==> src/mzam_pkg.sv <==
// shared constants and carrier types for the multi-zone alarm monitor
package mzam_pkg;

  // clock and time base
  localparam int CLK_HZ         = 200_000_000;            // system clock rate
  localparam int MS_PER_S       = 1000;                   // milliseconds per second
  localparam int TICK_CYCLES    = CLK_HZ / MS_PER_S;      // cycles per 1 ms tick
  localparam int ALARM_DELAY_S  = 1;                      // alarm relay lag, seconds
  localparam int STOP_SHORT_S   = 60;                     // short stop delay, seconds
  localparam int STOP_LONG_S    = 180;                    // long stop delay, seconds
  localparam int ALARM_DELAY_MS = ALARM_DELAY_S * MS_PER_S;
  localparam int STOP_SHORT_MS  = STOP_SHORT_S * MS_PER_S;
  localparam int STOP_LONG_MS   = STOP_LONG_S * MS_PER_S;

  // widths
  localparam int ZONES  = 8;                              // alarm input zones
  localparam int SWITCH = 8;                              // configuration switches
  localparam int TICK_W = 18;                             // holds TICK_CYCLES
  localparam int CNT_W  = 18;                             // holds STOP_LONG_MS

  // switch positions (bit index, on = right = high)
  localparam int SW_IN_POL    = 0;                        // input active level
  localparam int SW_RELAY_POL = 1;                        // alarm relay polarity
  localparam int SW_OPT_POL   = 2;                        // option relay polarity
  localparam int SW_STOP_DLY  = 3;                        // stop delay select

  // register byte offsets
  localparam logic [7:0] REG_CTRL     = 8'h00;            // control, write pulses
  localparam logic [7:0] REG_STATE    = 8'h04;            // live state, read only
  localparam logic [7:0] REG_SWITCH   = 8'h08;            // synced switches, read only
  localparam logic [7:0] REG_IRQ_STAT = 8'h0c;            // sticky events, write 1 clears
  localparam logic [7:0] REG_IRQ_MASK = 8'h10;            // interrupt enables
  localparam logic [7:0] REG_ELAPSED  = 8'h14;            // stop timer ms count

  // field positions
  localparam int CTRL_RESTART = 0;                        // re-energise stop relay
  localparam int ST_ANY       = 8;                        // any zone in alarm
  localparam int ST_RELAY     = 9;                        // alarm relay in alarm state
  localparam int ST_TRIPPED   = 10;                       // stop relay dropped
  localparam int ST_RUN       = 11;                       // stop timer running
  localparam int IRQ_W        = 3;                        // number of event bits

  // reset values
  localparam logic [IRQ_W-1:0] IRQ_MASK_RST = 3'h0;       // all events masked
  localparam logic [ZONES-1:0] ZONE_RST     = 8'hff;      // inputs idle high
  localparam logic [SWITCH-1:0] SWITCH_RST  = 8'h00;      // shipped: all off

  // decoded configuration
  typedef struct packed {
    logic long_delay;                                     // 180 s stop delay
    logic opt_inv;                                        // option relay idle off
    logic relay_inv;                                      // alarm relay idle on
    logic input_high;                                     // alarm when input high
  } mzam_cfg_t;

  // one-cycle events feeding the sticky status
  typedef struct packed {
    logic trip;                                           // stop relay dropped
    logic clear;                                          // last alarm went away
    logic raise;                                          // first alarm arrived
  } mzam_evt_t;

endpackage

==> src/mzam_sync.sv <==
// two-flop synchroniser for a bus of asynchronous pins
`timescale 1ns/100ps
module mzam_sync #(
  parameter int              W       = 8,                 // number of bits
  parameter logic [W-1:0]    RST_VAL = '0                 // value held in reset
) (
  input  wire logic          clk_i,                       // system clock
  input  wire logic          rst_i,                       // sync reset, high
  input  wire logic [W-1:0]  d_i,                         // raw pins
  output logic      [W-1:0]  q_o                          // synchronised copy
);

  logic [W-1:0] meta;                                     // first stage, read only by q_o

  // first stage feeds only the second stage
  always_ff @(posedge clk_i) begin
    if (rst_i) begin
      meta <= RST_VAL;
      q_o  <= RST_VAL;
    end else begin
      meta <= d_i;
      q_o  <= meta;
    end
  end

endmodule // mzam_sync

==> src/mzam_monitor.sv <==
// eight-zone alarm monitor: zone sensing, relays, stop timer, wishbone registers
// Summary of operation
// - any of eight zones alarming raises alarm
// - switch off: input low means alarm
// - switch on: input high means alarm
// - switch off: alarm relay energises on alarm
// - switch on: alarm relay de-energises on alarm
// - switch off: option relay drops on alarm
// - switch on: option relay energises on alarm
// - stop relay drops sixty seconds after alarm
// - switch on: stop relay drops after 180 s
// - switch right position reads as on
// - switches five to eight do nothing
// - all switches off gives the fail-safe defaults
// - lamps at once, alarm relay one second later
// - all clear: lamps off, relay back immediately
`timescale 1ns/100ps
module mzam_monitor #(
  parameter int TICK_CYCLES    = mzam_pkg::TICK_CYCLES,   // cycles per ms tick
  parameter int ALARM_DELAY_MS = mzam_pkg::ALARM_DELAY_MS, // alarm relay lag
  parameter int STOP_SHORT_MS  = mzam_pkg::STOP_SHORT_MS, // short stop delay
  parameter int STOP_LONG_MS   = mzam_pkg::STOP_LONG_MS   // long stop delay
) (
  input  wire logic                       clk_i,          // 200 MHz clock
  input  wire logic                       rst_i,          // sync reset, high
  input  wire logic [mzam_pkg::ZONES-1:0] zone_i,         // opto-isolated inputs
  input  wire logic [mzam_pkg::SWITCH-1:0] switch_i,      // switch block, on = 1
  output logic      [mzam_pkg::ZONES-1:0] zone_lamp_o,    // per-zone lamps
  output logic                            alarm_lamp_o,   // common alarm lamp
  output logic                            alarm_relay_o,  // alarm relay coil
  output logic                            opt_relay_o,    // option board relays
  output logic                            stop_relay_o,   // machine stop relay coil
  output logic                            irq_o,          // level interrupt
  input  wire logic                       wb_cyc_i,       // wishbone cycle
  input  wire logic                       wb_stb_i,       // wishbone strobe
  input  wire logic                       wb_we_i,        // write enable
  input  wire logic [7:0]                 wb_adr_i,       // byte address
  input  wire logic [3:0]                 wb_sel_i,       // byte lanes
  input  wire logic [31:0]                wb_dat_i,       // write data
  output logic      [31:0]                wb_dat_o,       // read data
  output logic                            wb_ack_o        // acknowledge
);

  localparam logic [mzam_pkg::TICK_W-1:0] TICK_LAST =
    mzam_pkg::TICK_W'(TICK_CYCLES - 1);                   // divider wrap value
  localparam logic [mzam_pkg::CNT_W-1:0] DLY_LAST =
    mzam_pkg::CNT_W'(ALARM_DELAY_MS - 1);                 // relay lag in ticks, less one
  localparam logic [mzam_pkg::CNT_W-1:0] SHORT_LAST =
    mzam_pkg::CNT_W'(STOP_SHORT_MS - 1);                  // short stop limit
  localparam logic [mzam_pkg::CNT_W-1:0] LONG_LAST =
    mzam_pkg::CNT_W'(STOP_LONG_MS - 1);                   // long stop limit

  logic [mzam_pkg::ZONES-1:0]  zone_s;                    // synced inputs
  logic [mzam_pkg::SWITCH-1:0] sw_s;                      // synced switches
  mzam_pkg::mzam_cfg_t         cfg;                       // decoded switches
  logic [mzam_pkg::ZONES-1:0]  zone_alarm;                // per-zone alarm, live
  logic                        any_alarm;                 // any zone alarming
  logic                        any_q;                     // any_alarm last cycle
  logic [mzam_pkg::TICK_W-1:0] tick_cnt;                  // ms divider
  logic                        tick;                      // one-cycle ms pulse
  logic [mzam_pkg::CNT_W-1:0]  dly_cnt;                   // alarm relay lag counter
  logic                        relay_act;                 // relay in alarm state
  logic [mzam_pkg::CNT_W-1:0]  stop_cnt;                  // stop timer, ms elapsed
  logic [mzam_pkg::CNT_W-1:0]  stop_last;                 // selected limit
  logic                        stop_run;                  // stop timer counting
  logic                        tripped;                   // stop relay dropped
  mzam_pkg::mzam_evt_t         evt;                       // events this cycle
  logic [mzam_pkg::IRQ_W-1:0]  irq_stat;                  // sticky events
  logic [mzam_pkg::IRQ_W-1:0]  irq_mask;                  // event enables
  logic                        wb_req;                    // request pending
  logic                        wb_wr;                     // write taking effect
  logic [31:0]                 next_rdata;                // decoded read word

  // pins come from outside the clock domain
  mzam_sync #(
    .W       (mzam_pkg::ZONES),
    .RST_VAL (mzam_pkg::ZONE_RST)
  ) u_zone_sync (
    .clk_i (clk_i),
    .rst_i (rst_i),
    .d_i   (zone_i),
    .q_o   (zone_s)
  );

  // switches may be moved live, so they are synced too
  mzam_sync #(
    .W       (mzam_pkg::SWITCH),
    .RST_VAL (mzam_pkg::SWITCH_RST)
  ) u_sw_sync (
    .clk_i (clk_i),
    .rst_i (rst_i),
    .d_i   (switch_i),
    .q_o   (sw_s)
  );

  // only the first four switches are decoded; the rest are readback only
  always_comb begin
    cfg.input_high = sw_s[mzam_pkg::SW_IN_POL];
    cfg.relay_inv  = sw_s[mzam_pkg::SW_RELAY_POL];
    cfg.opt_inv    = sw_s[mzam_pkg::SW_OPT_POL];
    cfg.long_delay = sw_s[mzam_pkg::SW_STOP_DLY];
  end

  // off: idle high, alarm low; on: idle low, alarm high
  always_comb begin
    if (cfg.input_high) begin
      zone_alarm = zone_s;
    end else begin
      zone_alarm = ~zone_s;
    end
    any_alarm = |zone_alarm;
  end

  // millisecond tick divider keeps long counters narrow
  always_ff @(posedge clk_i) begin
    if (rst_i) begin
      tick_cnt <= '0;
      tick     <= 1'b0;
    end else if (tick_cnt == TICK_LAST) begin
      tick_cnt <= '0;
      tick     <= 1'b1;
    end else begin
      tick_cnt <= tick_cnt + 1'b1;
      tick     <= 1'b0;
    end
  end

  // lamps follow the zones with no delay
  always_ff @(posedge clk_i) begin
    if (rst_i) begin
      zone_lamp_o  <= '0;
      alarm_lamp_o <= 1'b0;
      any_q        <= 1'b0;
    end else begin
      zone_lamp_o  <= zone_alarm;
      alarm_lamp_o <= any_alarm;
      any_q        <= any_alarm;
    end
  end

  // relay lag: about one second, quantised to the ms tick
  always_ff @(posedge clk_i) begin
    if (rst_i) begin
      dly_cnt   <= '0;
      relay_act <= 1'b0;
    end else if (!any_alarm) begin
      dly_cnt   <= '0;
      relay_act <= 1'b0;
    end else if (tick && !relay_act) begin
      if (dly_cnt == DLY_LAST) begin
        relay_act <= 1'b1;
      end else begin
        dly_cnt <= dly_cnt + 1'b1;
      end
    end
  end

  // limit picked live from the delay switch
  assign stop_last = cfg.long_delay ? LONG_LAST : SHORT_LAST;

  // stop timer: armed by a new alarm, cancelled if all clears in time
  always_ff @(posedge clk_i) begin
    if (rst_i) begin
      stop_cnt <= '0;
      stop_run <= 1'b0;
    end else if (any_alarm && !any_q && !tripped) begin
      stop_cnt <= '0;
      stop_run <= 1'b1;
    end else if (!any_alarm) begin
      stop_run <= 1'b0;
    end else if (stop_run && tick) begin
      if (stop_cnt >= stop_last) begin
        stop_run <= 1'b0;
      end else begin
        stop_cnt <= stop_cnt + 1'b1;
      end
    end
  end

  // trip latch; only software brings the machine back, and only when clear
  always_ff @(posedge clk_i) begin
    if (rst_i) begin
      tripped <= 1'b0;
    end else if (stop_run && any_alarm && tick && stop_cnt >= stop_last) begin
      tripped <= 1'b1;
    end else if (wb_wr && wb_adr_i == mzam_pkg::REG_CTRL && wb_sel_i[0] &&
                 wb_dat_i[mzam_pkg::CTRL_RESTART] && !any_alarm) begin
      tripped <= 1'b0;
    end
  end

  // relay coils; polarities applied on the way out
  always_ff @(posedge clk_i) begin
    if (rst_i) begin
      alarm_relay_o <= 1'b0;
      opt_relay_o   <= 1'b0;
      stop_relay_o  <= 1'b0;
    end else begin
      alarm_relay_o <= relay_act ^ cfg.relay_inv;
      opt_relay_o   <= any_alarm ~^ cfg.opt_inv;
      stop_relay_o  <= !tripped;
    end
  end

  // events for the interrupt block
  assign evt.raise = any_alarm && !any_q;
  assign evt.clear = !any_alarm && any_q;
  assign evt.trip  = stop_run && any_alarm && tick && stop_cnt >= stop_last;

  // sticky status: a new event beats a same-cycle clear
  always_ff @(posedge clk_i) begin
    if (rst_i) begin
      irq_stat <= '0;
    end else if (wb_wr && wb_adr_i == mzam_pkg::REG_IRQ_STAT && wb_sel_i[0]) begin
      irq_stat <= (irq_stat & ~wb_dat_i[mzam_pkg::IRQ_W-1:0]) | evt;
    end else begin
      irq_stat <= irq_stat | evt;
    end
  end

  // mask register
  always_ff @(posedge clk_i) begin
    if (rst_i) begin
      irq_mask <= mzam_pkg::IRQ_MASK_RST;
    end else if (wb_wr && wb_adr_i == mzam_pkg::REG_IRQ_MASK && wb_sel_i[0]) begin
      irq_mask <= wb_dat_i[mzam_pkg::IRQ_W-1:0];
    end
  end

  assign irq_o = |(irq_stat & irq_mask);                  // level while unmasked set

  // one wait state; the write lands at the edge the master sees ack
  assign wb_req = wb_cyc_i && wb_stb_i;
  assign wb_wr  = wb_req && wb_we_i && wb_ack_o;

  // read decode; unmapped offsets read zero
  always_comb begin
    next_rdata = 32'h0000_0000;
    case (wb_adr_i)
      mzam_pkg::REG_STATE: begin
        next_rdata[mzam_pkg::ZONES-1:0] = zone_alarm;
        next_rdata[mzam_pkg::ST_ANY]     = any_alarm;
        next_rdata[mzam_pkg::ST_RELAY]   = relay_act;
        next_rdata[mzam_pkg::ST_TRIPPED] = tripped;
        next_rdata[mzam_pkg::ST_RUN]     = stop_run;
      end
      mzam_pkg::REG_SWITCH:   next_rdata[mzam_pkg::SWITCH-1:0] = sw_s;
      mzam_pkg::REG_IRQ_STAT: next_rdata[mzam_pkg::IRQ_W-1:0] = irq_stat;
      mzam_pkg::REG_IRQ_MASK: next_rdata[mzam_pkg::IRQ_W-1:0] = irq_mask;
      mzam_pkg::REG_ELAPSED:  next_rdata[mzam_pkg::CNT_W-1:0] = stop_cnt;
      default:                next_rdata = 32'h0000_0000;
    endcase
  end

  // ack and read data registered together
  always_ff @(posedge clk_i) begin
    if (rst_i) begin
      wb_ack_o <= 1'b0;
      wb_dat_o <= 32'h0000_0000;
    end else begin
      wb_ack_o <= wb_req && !wb_ack_o;
      if (wb_req && !wb_ack_o) begin
        wb_dat_o <= next_rdata;
      end
    end
  end
endmodule // mzam_monitor

==> config.mk <==
export PLATFORM = sky130hd
export DESIGN_NAME = mzam_monitor
export DESIGN_NICKNAME = d
export VERILOG_FILES = /design/src/mzam_pkg.sv /design/src/mzam_sync.sv /design/src/mzam_monitor.sv
export SDC_FILE = /design/constraint.sdc
export NUM_CORES = 1
export LEC_CHECK = 0
export BUFFER_PORTS_ARGS = -buffer_cell sky130_fd_sc_hd__clkbuf_2
export CORE_ASPECT_RATIO = 0.6
export CORE_MARGIN = 1
export CORE_UTILIZATION = 50
export DETAILED_ROUTE_END_ITERATION = 10
export PLACE_DENSITY = 0.77
export SKIP_CTS_REPAIR_TIMING = 1
export SYNTH_ARGS = -nofsm -noshare
export SYNTH_HDL_FRONTEND = slang
export SYNTH_SLANG_ARGS = --single-unit
==> constraint.sdc <==
create_clock -name clk_i -period 2.25 [get_ports clk_i]
set_clock_uncertainty 0.15 [all_clocks]
set_input_delay 0.225 -clock clk_i [delete_from_list [all_inputs] [get_ports clk_i]]
set_output_delay 0.225 -clock clk_i [all_outputs]
set_load 0.05 [all_outputs]
==> results of run 1 <==
==> layer usage <==
layer,global-route usage,vias to the layer above,share of wire
li1,-,2471,-
met1,0.361,2445,0.48
met2,0.375,233,0.43
met3,0.0639,30,0.072
met4,0.101,0,0.018
met5,0,-,0
==> critical path, stage by stage, from the launching register on <==
cell      delay [ns]
dfxtp_1         0.45
ha_4            0.25
a31oi_4         0.19
nor4b_4         0.07
a2111o_1        0.34
buf_12          0.19
or4_1           0.48
a21oi_1         0.15
==> through the flow <==
step / hold slack, ns / worst slack (ns) / instances
after floorplan: 0.153 / 0.000877 / 644
after global placement: 0.244 / -0.144 / 842
after detailed placement: 0.248 / -0.231 / 842
after CTS: -0.166 / -0.264 / 873
after global routing: 0.00305 / -0.150 / 893
final: -0.000184 / -0.100 / 893
==> worst paths after layout <==
check                                 startpoint                       endpoint  slack, ns  cells after the start
setup / recovery       stop_cnt[12]$_SDFFE_PP0P_      stop_cnt[16]$_SDFFE_PP0P_      -0.10                      7
hold / removal                       wb_dat_i[0]       irq_mask[0]$_SDFFE_PP0P_    -0.0002                      3
setup reg to reg       stop_cnt[12]$_SDFFE_PP0P_      stop_cnt[16]$_SDFFE_PP0P_      -0.10                      7
hold reg to reg   u_zone_sync.meta[3]$_SDFF_PP1_  u_zone_sync.q_o[3]$_SDFF_PP1_       0.26                      1
==> synthesized netlist by cell type (all sizes together), types with 17 or more instances <==
library cell	n	area [µm²]
nor2b	19	119
or4	18	135
nand2	40	150
dfxtp	127	2540
o21ai	21	113
clkbuf	18	67.6
buf	28	211
nor2	58	218
o31ai	17	128
a21oi	44	220
nand3	33	165
or2	17	106
==> registers in the layout (all words and copies together), names as in the netlist <==
register,count
u_sw_sync.meta,8
tripped,1
u_sw_sync.q_o,8
stop_relay_o,1
irq_mask,3
dly_cnt,18
irq_stat,3
wb_ack_o,1
wb_dat_o,18
any_q,1
tick_cnt,18
alarm_relay_o,1
u_zone_sync.q_o,8
relay_act,1
stop_run,1
u_zone_sync.meta,8
zone_lamp_o,8
stop_cnt,18
opt_relay_o,1
tick,1
==> layout make-up <==
class | instances | area [µm²] | share of cell area
timing repair buffer | 125 | 851 | 0.118
clock buffer | 22 | 454 | 0.0628
inverter | 13 | 56.3 | 0.00778
tap | 139 | 174 | 0.0240
multi-input combinational | 458 | 3040 | 0.420
clock inverter | 9 | 111 | 0.0154
sequential | 127 | 2550 | 0.352
==> logic make-up after synthesis <==
kind of cell	count (synthesis)	share of synthesized area
fa+ha+maj	9	0.0198
buf+inv	59	0.0576
flops	127	0.447
compound gates	119	0.137
simple gates	274	0.270
other cells	1	0.000659
xor+xnor	29	0.0446
mux	13	0.0240
==> report_power, final <==
part / total (µW) / switching [µW] / internal [µW]
clock network: 2630 / 977 / 1650
registers: 2350 / 38.5 / 2310
logic: 433 / 294 / 140
==> metrics.yaml, run 1 <==
grt.overflow.total: 0
ir_drop_mv: 0.602
ys_ff_latch: 127
vias: 5179
slew_violations: 0
ant_nets: 0
final_nets: 816
endpoint_kind: "flip-flop"
grt_pass1_wl_um: 23500
final_area_um2: 7230
grt_max_degree: 37
drcViolationCount: 0
wl_per_cell_um: 16.9
numPortBuffers: 64
first_iter_violations: 451
core_um2: 10800
p_leak_uw: 0.00272
synth_ff_type: "dfxtp_1"
grt_setup_unrepaired: "yes"
synth.distinct_cells: 67
die_x_um: 140
cts_buffers: 17
areaGrowthSynthToFinish_pct: 27.2
critPathRequiredTime_ns: 2.44
fin_total_pwr_uw: 5410
grt_pass1_vias: 4790
path_max_fanout: 29
min_period_ns: 2.35
dp_hpwl_um: 10500
gp_congestion: 0.956
netlist_area_um2: 5690
antenna_found_initial: 0
die_area_um2: 11800
cap_violations: 0
rows: 29
power.density_nw_per_um2: 748
fin_hold_ws_ns: -0.000184
critPathArrivalTime_ns: 2.54
root_buffer: "clkbuf_16"
worst_slack_ns: -0.100
cts_sinks: 127
die_h_um: 84.6
postLayoutCoreUtil: 0.669
drive_gt1_frac: 0.260
hp-class: "in -> reg"
synth-seq-area-share: 0.447
finalWirelength_um: 15100
grt_usage: 0.256
critical_path_class: "reg -> reg"
tns_ns: -1.21
fillers: 814
synth_edf_count: 0
synthCells: 631
async_reset_ff_frac: 0
vias_per_cell: 5.80
tightest_slew_ns: 0.649
final_common_cell: "dfxtp_1"
yosysWarnings: 0
finalSetupViolCount: 19
max_freq_ghz: 0.425
start_util: 0.526
htree_levels: 4
critPathLaunchType: "flip-flop"
status: "finished, violations left"
clk_latency_ns: 0.41
num_antenna_cells: 0
final_cell_mix: "123 x dfxtp_1, 64 x clkbuf_2, 58 x nor2_1"
cts_tree: "done"
ioPinCount: 111
min_period_over_period: 1.04
dpl_cell_area_um2: 6310
drtPass1Iterations: 6
hold_viol_final: 1
relSlewSlack: 0.564
cts_buffer_depth: 2
avgSynthCellArea_um2: 9.02
violations: "negative hold slack, negative setup slack"
cts.clk_slew.worst_paths_ns: 0.05
Power figures use the tool's default switching activity.
==> run 2: changes to the inputs <==
Settings changed: BUFFER_PORTS_ARGS -buffer_cell sky130_fd_sc_hd__clkbuf_2 to not set, CORE_ASPECT_RATIO 0.6 to not set, DONT_BUFFER_PORTS set to 1, PLACE_DENSITY 0.77 to 0.69.
==> run 2 against run 1 <==
  * The run still ends with negative hold slack, negative setup slack left
  * Non-clock buffer count is 48 lower
  * Cell count shrank 5.2%
  * Global-route usage fell by 1.3 points
  * Sequential share of layout area is 0.24 points higher
  * Clock power grew 8.0%
  * Critical endpoint is now stop_cnt[9]$_SDFFE_PP0P_
  * Largest cell class unchanged
==> metrics.yaml, run 2 (same netlist as run 1, synthesis figures left out) <==
drcViolationCount: 0  # unchanged
path_max_fanout: 8  # -72%
die_area_um2: 11800  # -0.12%
postLayoutCoreUtil: 0.653  # -0.0157
rrSetupSlack_ns: -0.11  # about the same
vias_per_cell: 5.88  # +1.4%
fin_hold_ws_ns: -0.0196  # -0.0194 ns
critical_path_class: "reg -> reg"
final_common_cell: "dfxtp_1"
clk_latency_ns: 0.42  # about the same
ir_drop_mv: 0.857  # +42%
gp_congestion: 0.849  # -11%
status: "finished, violations left"
hold_viol_final: 2  # +1
num_antenna_cells: 0  # unchanged
whs_path_depth: 3  # unchanged
worst_slack_ns: -0.109  # -0.00906 ns
min_from: "wb_adr_i[1]"
die_h_um: 109  # +28%
cts_sinks: 127  # unchanged
core_um2: 11000  # +1.6%
rows: 38  # +31%
drtPass1Iterations: 5  # -1
min_period_over_period: 1.05  # +0.00403
root_buffer: "clkbuf_16"
grt.overflow.total: 0  # unchanged
place_ws_ns: -0.103  # +0.128 ns
wl_per_cell_um: 17.3  # +2.3%
drive_gt1_frac: 0.208  # -0.0520
ioPinCount: 111  # unchanged
final_nets: 768  # -5.9%
worst-r2r-cell-count: 9  # +2
ant_nets: 0  # unchanged
max_freq_ghz: 0.424  # -0.38%
critPathArrivalTime_ns: 2.50  # -0.04 ns
power.density_nw_per_um2: 778  # +4.0%
grt_pass1_vias: 4376  # -8.6%
grt_max_degree: 70  # +89%
critPathRequiredTime_ns: 2.39  # -0.05 ns
grt_pass1_wl_um: 21700  # -7.8%
min_period_ns: 2.36  # +0.00906 ns
slew_violations: 0  # unchanged
antenna_found_initial: 0  # unchanged
reg2reg_from: "u_sw_sync.q_o[3]$_SDFF_PP0_"
first_iter_violations: 407  # -9.8%
die_x_um: 109  # -22%
cts_buffer_depth: 2  # unchanged
dp_hpwl_um: 9600  # -8.2%
critPathLaunchType: "flip-flop"
grt_setup_unrepaired: "yes"
fin_total_pwr_uw: 5580  # +3.1%
vias: 4980  # -3.8%
hold_end: "wb_dat_o[2]$_SDFFE_PP0P_"
start_util: 0.518  # -0.00815
endpoint_kind: "flip-flop"
relSlewSlack: 0.606  # +0.0421
tightest_slew_ns: 0.586  # -0.0627 ns
final_area_um2: 7180  # -0.81%
cts_tree: "done"
r2r_end: "stop_cnt[9]$_SDFFE_PP0P_"
hp-class: "in -> reg"
grt_usage: 0.243  # -0.0134
areaGrowthSynthToFinish_pct: 26.1
violations: "negative hold slack, negative setup slack"
finalWirelength_um: 14700  # -3.0%
dpl_cell_area_um2: 5980  # -5.1%
cts.clk_slew.worst_paths_ns: 0.06  # about the same
p_leak_uw: 0.00257  # -5.7%
htree_levels: 4  # unchanged
finalSetupViolCount: 20  # +1
numPortBuffers: 0  # -100%
cts_buffers: 17  # unchanged
cap_violations: 0  # unchanged
final_cell_mix: "124 x dfxtp_1, 58 x nor2_1, 41 x buf_4"
run 2: final cells by class:
type / instances / area [µm²]
Tap cell: 140 / 175
Timing Repair Buffer: 77 / 757
Sequential cell: 127 / 2550
Clock buffer: 23 / 488
Inverter: 13 / 51.3
Clock inverter: 9 / 131
Multi-Input combinational cell: 458 / 3030
Fill cell: 846 / 3810
run 2: worst max path at each step:
stage | slack (ns) | startpoint | endpoint
after floorplan | 0.0009 | u_sw_sync.q_o[3]$_SDFF_PP0_ | stop_run$_SDFFE_PP0P_
after global placement | -0.05 | u_sw_sync.q_o[3]$_SDFF_PP0_ | stop_cnt[7]$_SDFFE_PP0P_
after detailed placement | -0.10 | u_sw_sync.q_o[3]$_SDFF_PP0_ | stop_cnt[3]$_SDFFE_PP0P_
after CTS | -0.14 | u_sw_sync.q_o[3]$_SDFF_PP0_ | stop_cnt[10]$_SDFFE_PP0P_
after global routing | -0.17 | u_sw_sync.q_o[3]$_SDFF_PP0_ | stop_cnt[9]$_SDFFE_PP0P_
final | -0.11 | u_sw_sync.q_o[3]$_SDFF_PP0_ | stop_cnt[9]$_SDFFE_PP0P_
run 2: per-stage QoR:
step | TNS [ns] | instances
2_1_floorplan | 0 | 644
3_3_place_gp | -0.356 | 775
3_5_place_dp | -1.28 | 775
4_1_cts | -1.63 | 807
5_1_grt | -2.54 | 847
6_report | -1.28 | 847
run 2: critical path: stages (launching register included):
cell and delay (ns):
dfxtp_2 0.33, buf_4 0.15, ha_2 0.30, or4b_4 0.46, a211oi_4 0.25, buf_6 0.14
buf_6 0.10, clkbuf_16 0.15, nor3_1 0.07, mux2i_1 0.13
run 2: routing by layer:
metal	up-vias	wire (µm)	share of wire	track usage
met5	-	0	0	0
met4	0	268	0.018	0.110
met3	21	1210	0.083	0.0735
met2	215	6680	0.46	0.362
met1	2376	6510	0.44	0.322
li1	2368	-	-	-
run 2: power by group:
| part | leakage (µW) | switching, µW | total (µW) | internal [µW] |
|---|---|---|---|---|
| Combinational | 0.00124 | 217 | 334 | 117 |
| Sequential | 0.00104 | 94.7 | 2400 | 2310 |
| Clock | 0.000295 | 986 | 2840 | 1860 |
| Total | 0.00257 | 1300 | 5580 | 4280 |
==> run 3: changes to the inputs <==
Settings changed: REMOVE_ABC_BUFFERS set to 1, TNS_END_PERCENT set to 10.
==> run 3 against run 2 <==
  * The run still ends with negative hold slack, negative setup slack left
  * Sequential cell count stayed put
  * Via count is 0.36% higher
  * Register-to-register slack worse by 0.12 ns
  * Maximum frequency down 4.7%
  * Critical path type unchanged
==> metrics.yaml, run 3 (same netlist as run 1, synthesis figures left out) <==
min_period_ns: 2.47  # +0.116 ns
violations: "negative hold slack, negative setup slack"
antenna_found_initial: 0  # unchanged
cts_buffers: 17  # unchanged
min_period_over_period: 1.10  # +0.0514
vias_per_cell: 5.94  # +1.1%
grt_usage: 0.239  # -0.00354
die_area_um2: 11800  # unchanged
endpoint_kind: "flip-flop"
drtPass1Iterations: 5  # unchanged
ant_nets: 0  # unchanged
finalWirelength_um: 14300  # -2.2%
cts_sinks: 127  # unchanged
worst-r2r-cell-count: 10  # +1
vias: 4998  # +0.36%
grt_max_degree: 70  # unchanged
hold_end: "opt_relay_o$_SDFF_PP0_"
rows: 38  # unchanged
cts_buffer_depth: 2  # unchanged
p_leak_uw: 0.00257  # -0.13%
reg2reg_from: "u_sw_sync.q_o[3]$_SDFF_PP0_"
finalSetupViolCount: 21  # +5.0%
clk_latency_ns: 0.42  # about the same
htree_levels: 4  # unchanged
seq_area_um2: 2550  # unchanged
drive_gt1_frac: 0.195  # -0.0125
grt_pass1_vias: 4596  # +5.0%
worst_slack_ns: -0.225  # -0.116 ns
r2r_end: "stop_cnt[15]$_SDFFE_PP0P_"
grt.overflow.total: 0  # unchanged
gp_congestion: 0.858  # +1.0%
tightest_slew_ns: 0.755  # +0.168 ns
max_freq_ghz: 0.404  # -4.7%
whs_path_depth: 2  # -1
critPathLaunchType: "flip-flop"
die_h_um: 109  # unchanged
grt_pass1_wl_um: 21700  # +0.19%
drcViolationCount: 0  # unchanged
min_from: "rst_i"
areaGrowthSynthToFinish_pct: 24.3
dpl_cell_area_um2: 5980  # about the same
final_area_um2: 7070  # -1.5%
path_max_fanout: 8  # unchanged
grt_setup_unrepaired: "yes"
hp-class: "in -> reg"
die_x_um: 109  # unchanged
final_cell_mix: "124 x dfxtp_1, 58 x nor2_1, 39 x buf_4"
numPortBuffers: 0  # unchanged
fin_total_pwr_uw: 5490  # -1.7%
critPathRequiredTime_ns: 2.41  # +0.02 ns
power.density_nw_per_um2: 776  # -0.20%
num_antenna_cells: 0  # unchanged
dp_hpwl_um: 9330  # -2.8%
ioPinCount: 111  # unchanged
start_util: 0.518  # unchanged
core_um2: 11000  # unchanged
status: "finished, violations left"
critPathArrivalTime_ns: 2.63  # +0.13 ns
cts_tree: "done"
root_buffer: "clkbuf_16"
wl_per_cell_um: 17.1  # -1.5%
first_iter_violations: 392  # -3.7%
rrSetupSlack_ns: -0.22  # -0.12 ns
critical_path_class: "reg -> reg"
final_nets: 764  # -0.52%
fillers: 865  # +2.2%
ir_drop_mv: 0.795  # -7.2%
fin_hold_ws_ns: -0.00323  # +0.0164 ns
final_common_cell: "dfxtp_1"
slew_violations: 0  # unchanged
cts.clk_slew.worst_paths_ns: 0.06  # about the same
relSlewSlack: 0.495  # -0.111
setup.worst_path.start: "u_sw_sync.q_o[3]$_SDFF_PP0_"
hold_viol_final: 1  # -1
multi_input_area_um2: 3000  # -0.87%
cap_violations: 0  # unchanged
-- run 3: area by class of cell --
| cell class | count | area share |
|---|---|---|
| Tap cell | 140 | 0.0248 |
| Clock buffer | 23 | 0.0676 |
| Inverter | 13 | 0.00726 |
| Multi-Input combinational cell | 458 | 0.424 |
| Clock inverter | 7 | 0.0156 |
| Timing Repair Buffer | 73 | 0.100 |
| Sequential cell | 127 | 0.360 |
-- run 3: per-stage QoR --
stage               setup TNS, ns  setup slack (ns)  utilization  std cells
floorplan                   -7.28            -0.418            -        598
global placement            -2.69            -0.180        0.545        781
detailed placement          -3.90            -0.277        0.545        781
CTS                         -4.37            -0.289        0.598        811
global route                -4.95            -0.269        0.644        841
finish                      -3.69            -0.225        0.644        841
-- run 3: worst max path at each step --
stage / end / cells past startpoint
5_1_grt: stop_cnt[15]$_SDFFE_PP0P_ / 10
6_report: stop_cnt[15]$_SDFFE_PP0P_ / 10
2_1_floorplan: stop_run$_SDFFE_PP0P_ / 6
3_3_place_gp: stop_cnt[16]$_SDFFE_PP0P_ / 8
4_1_cts: stop_cnt[7]$_SDFFE_PP0P_ / 8
3_5_place_dp: stop_cnt[7]$_SDFFE_PP0P_ / 8
-- run 3: where the power goes --
group / switching [µW] / internal, µW / leakage, µW
logic: 209 / 121 / 0.00124
registers: 96.2 / 2310 / 0.00104
clock network: 943 / 1810 / 0.000293
total: 1250 / 4240 / 0.00257
-- run 3: worst max-delay path, stage by stage, from the launching register on --
cell,delay [ns]
dfxtp_2,0.37
inv_4,0.06
buf_6,0.12
ha_4,0.25
nand2_2,0.04
or4b_4,0.55
a211oi_4,0.28
buf_6,0.15
buf_8,0.12
nor4_4,0.05
o21ba_2,0.22
-- run 3: metal layers --
layer / global-route usage / up-vias / part of all wire
li1: - / 2364 / -
met1: 0.288 / 2395 / 0.42
met2: 0.400 / 205 / 0.49
met3: 0.0723 / 34 / 0.063
met4: 0.0907 / 0 / 0.021
met5: 0 / - / 0
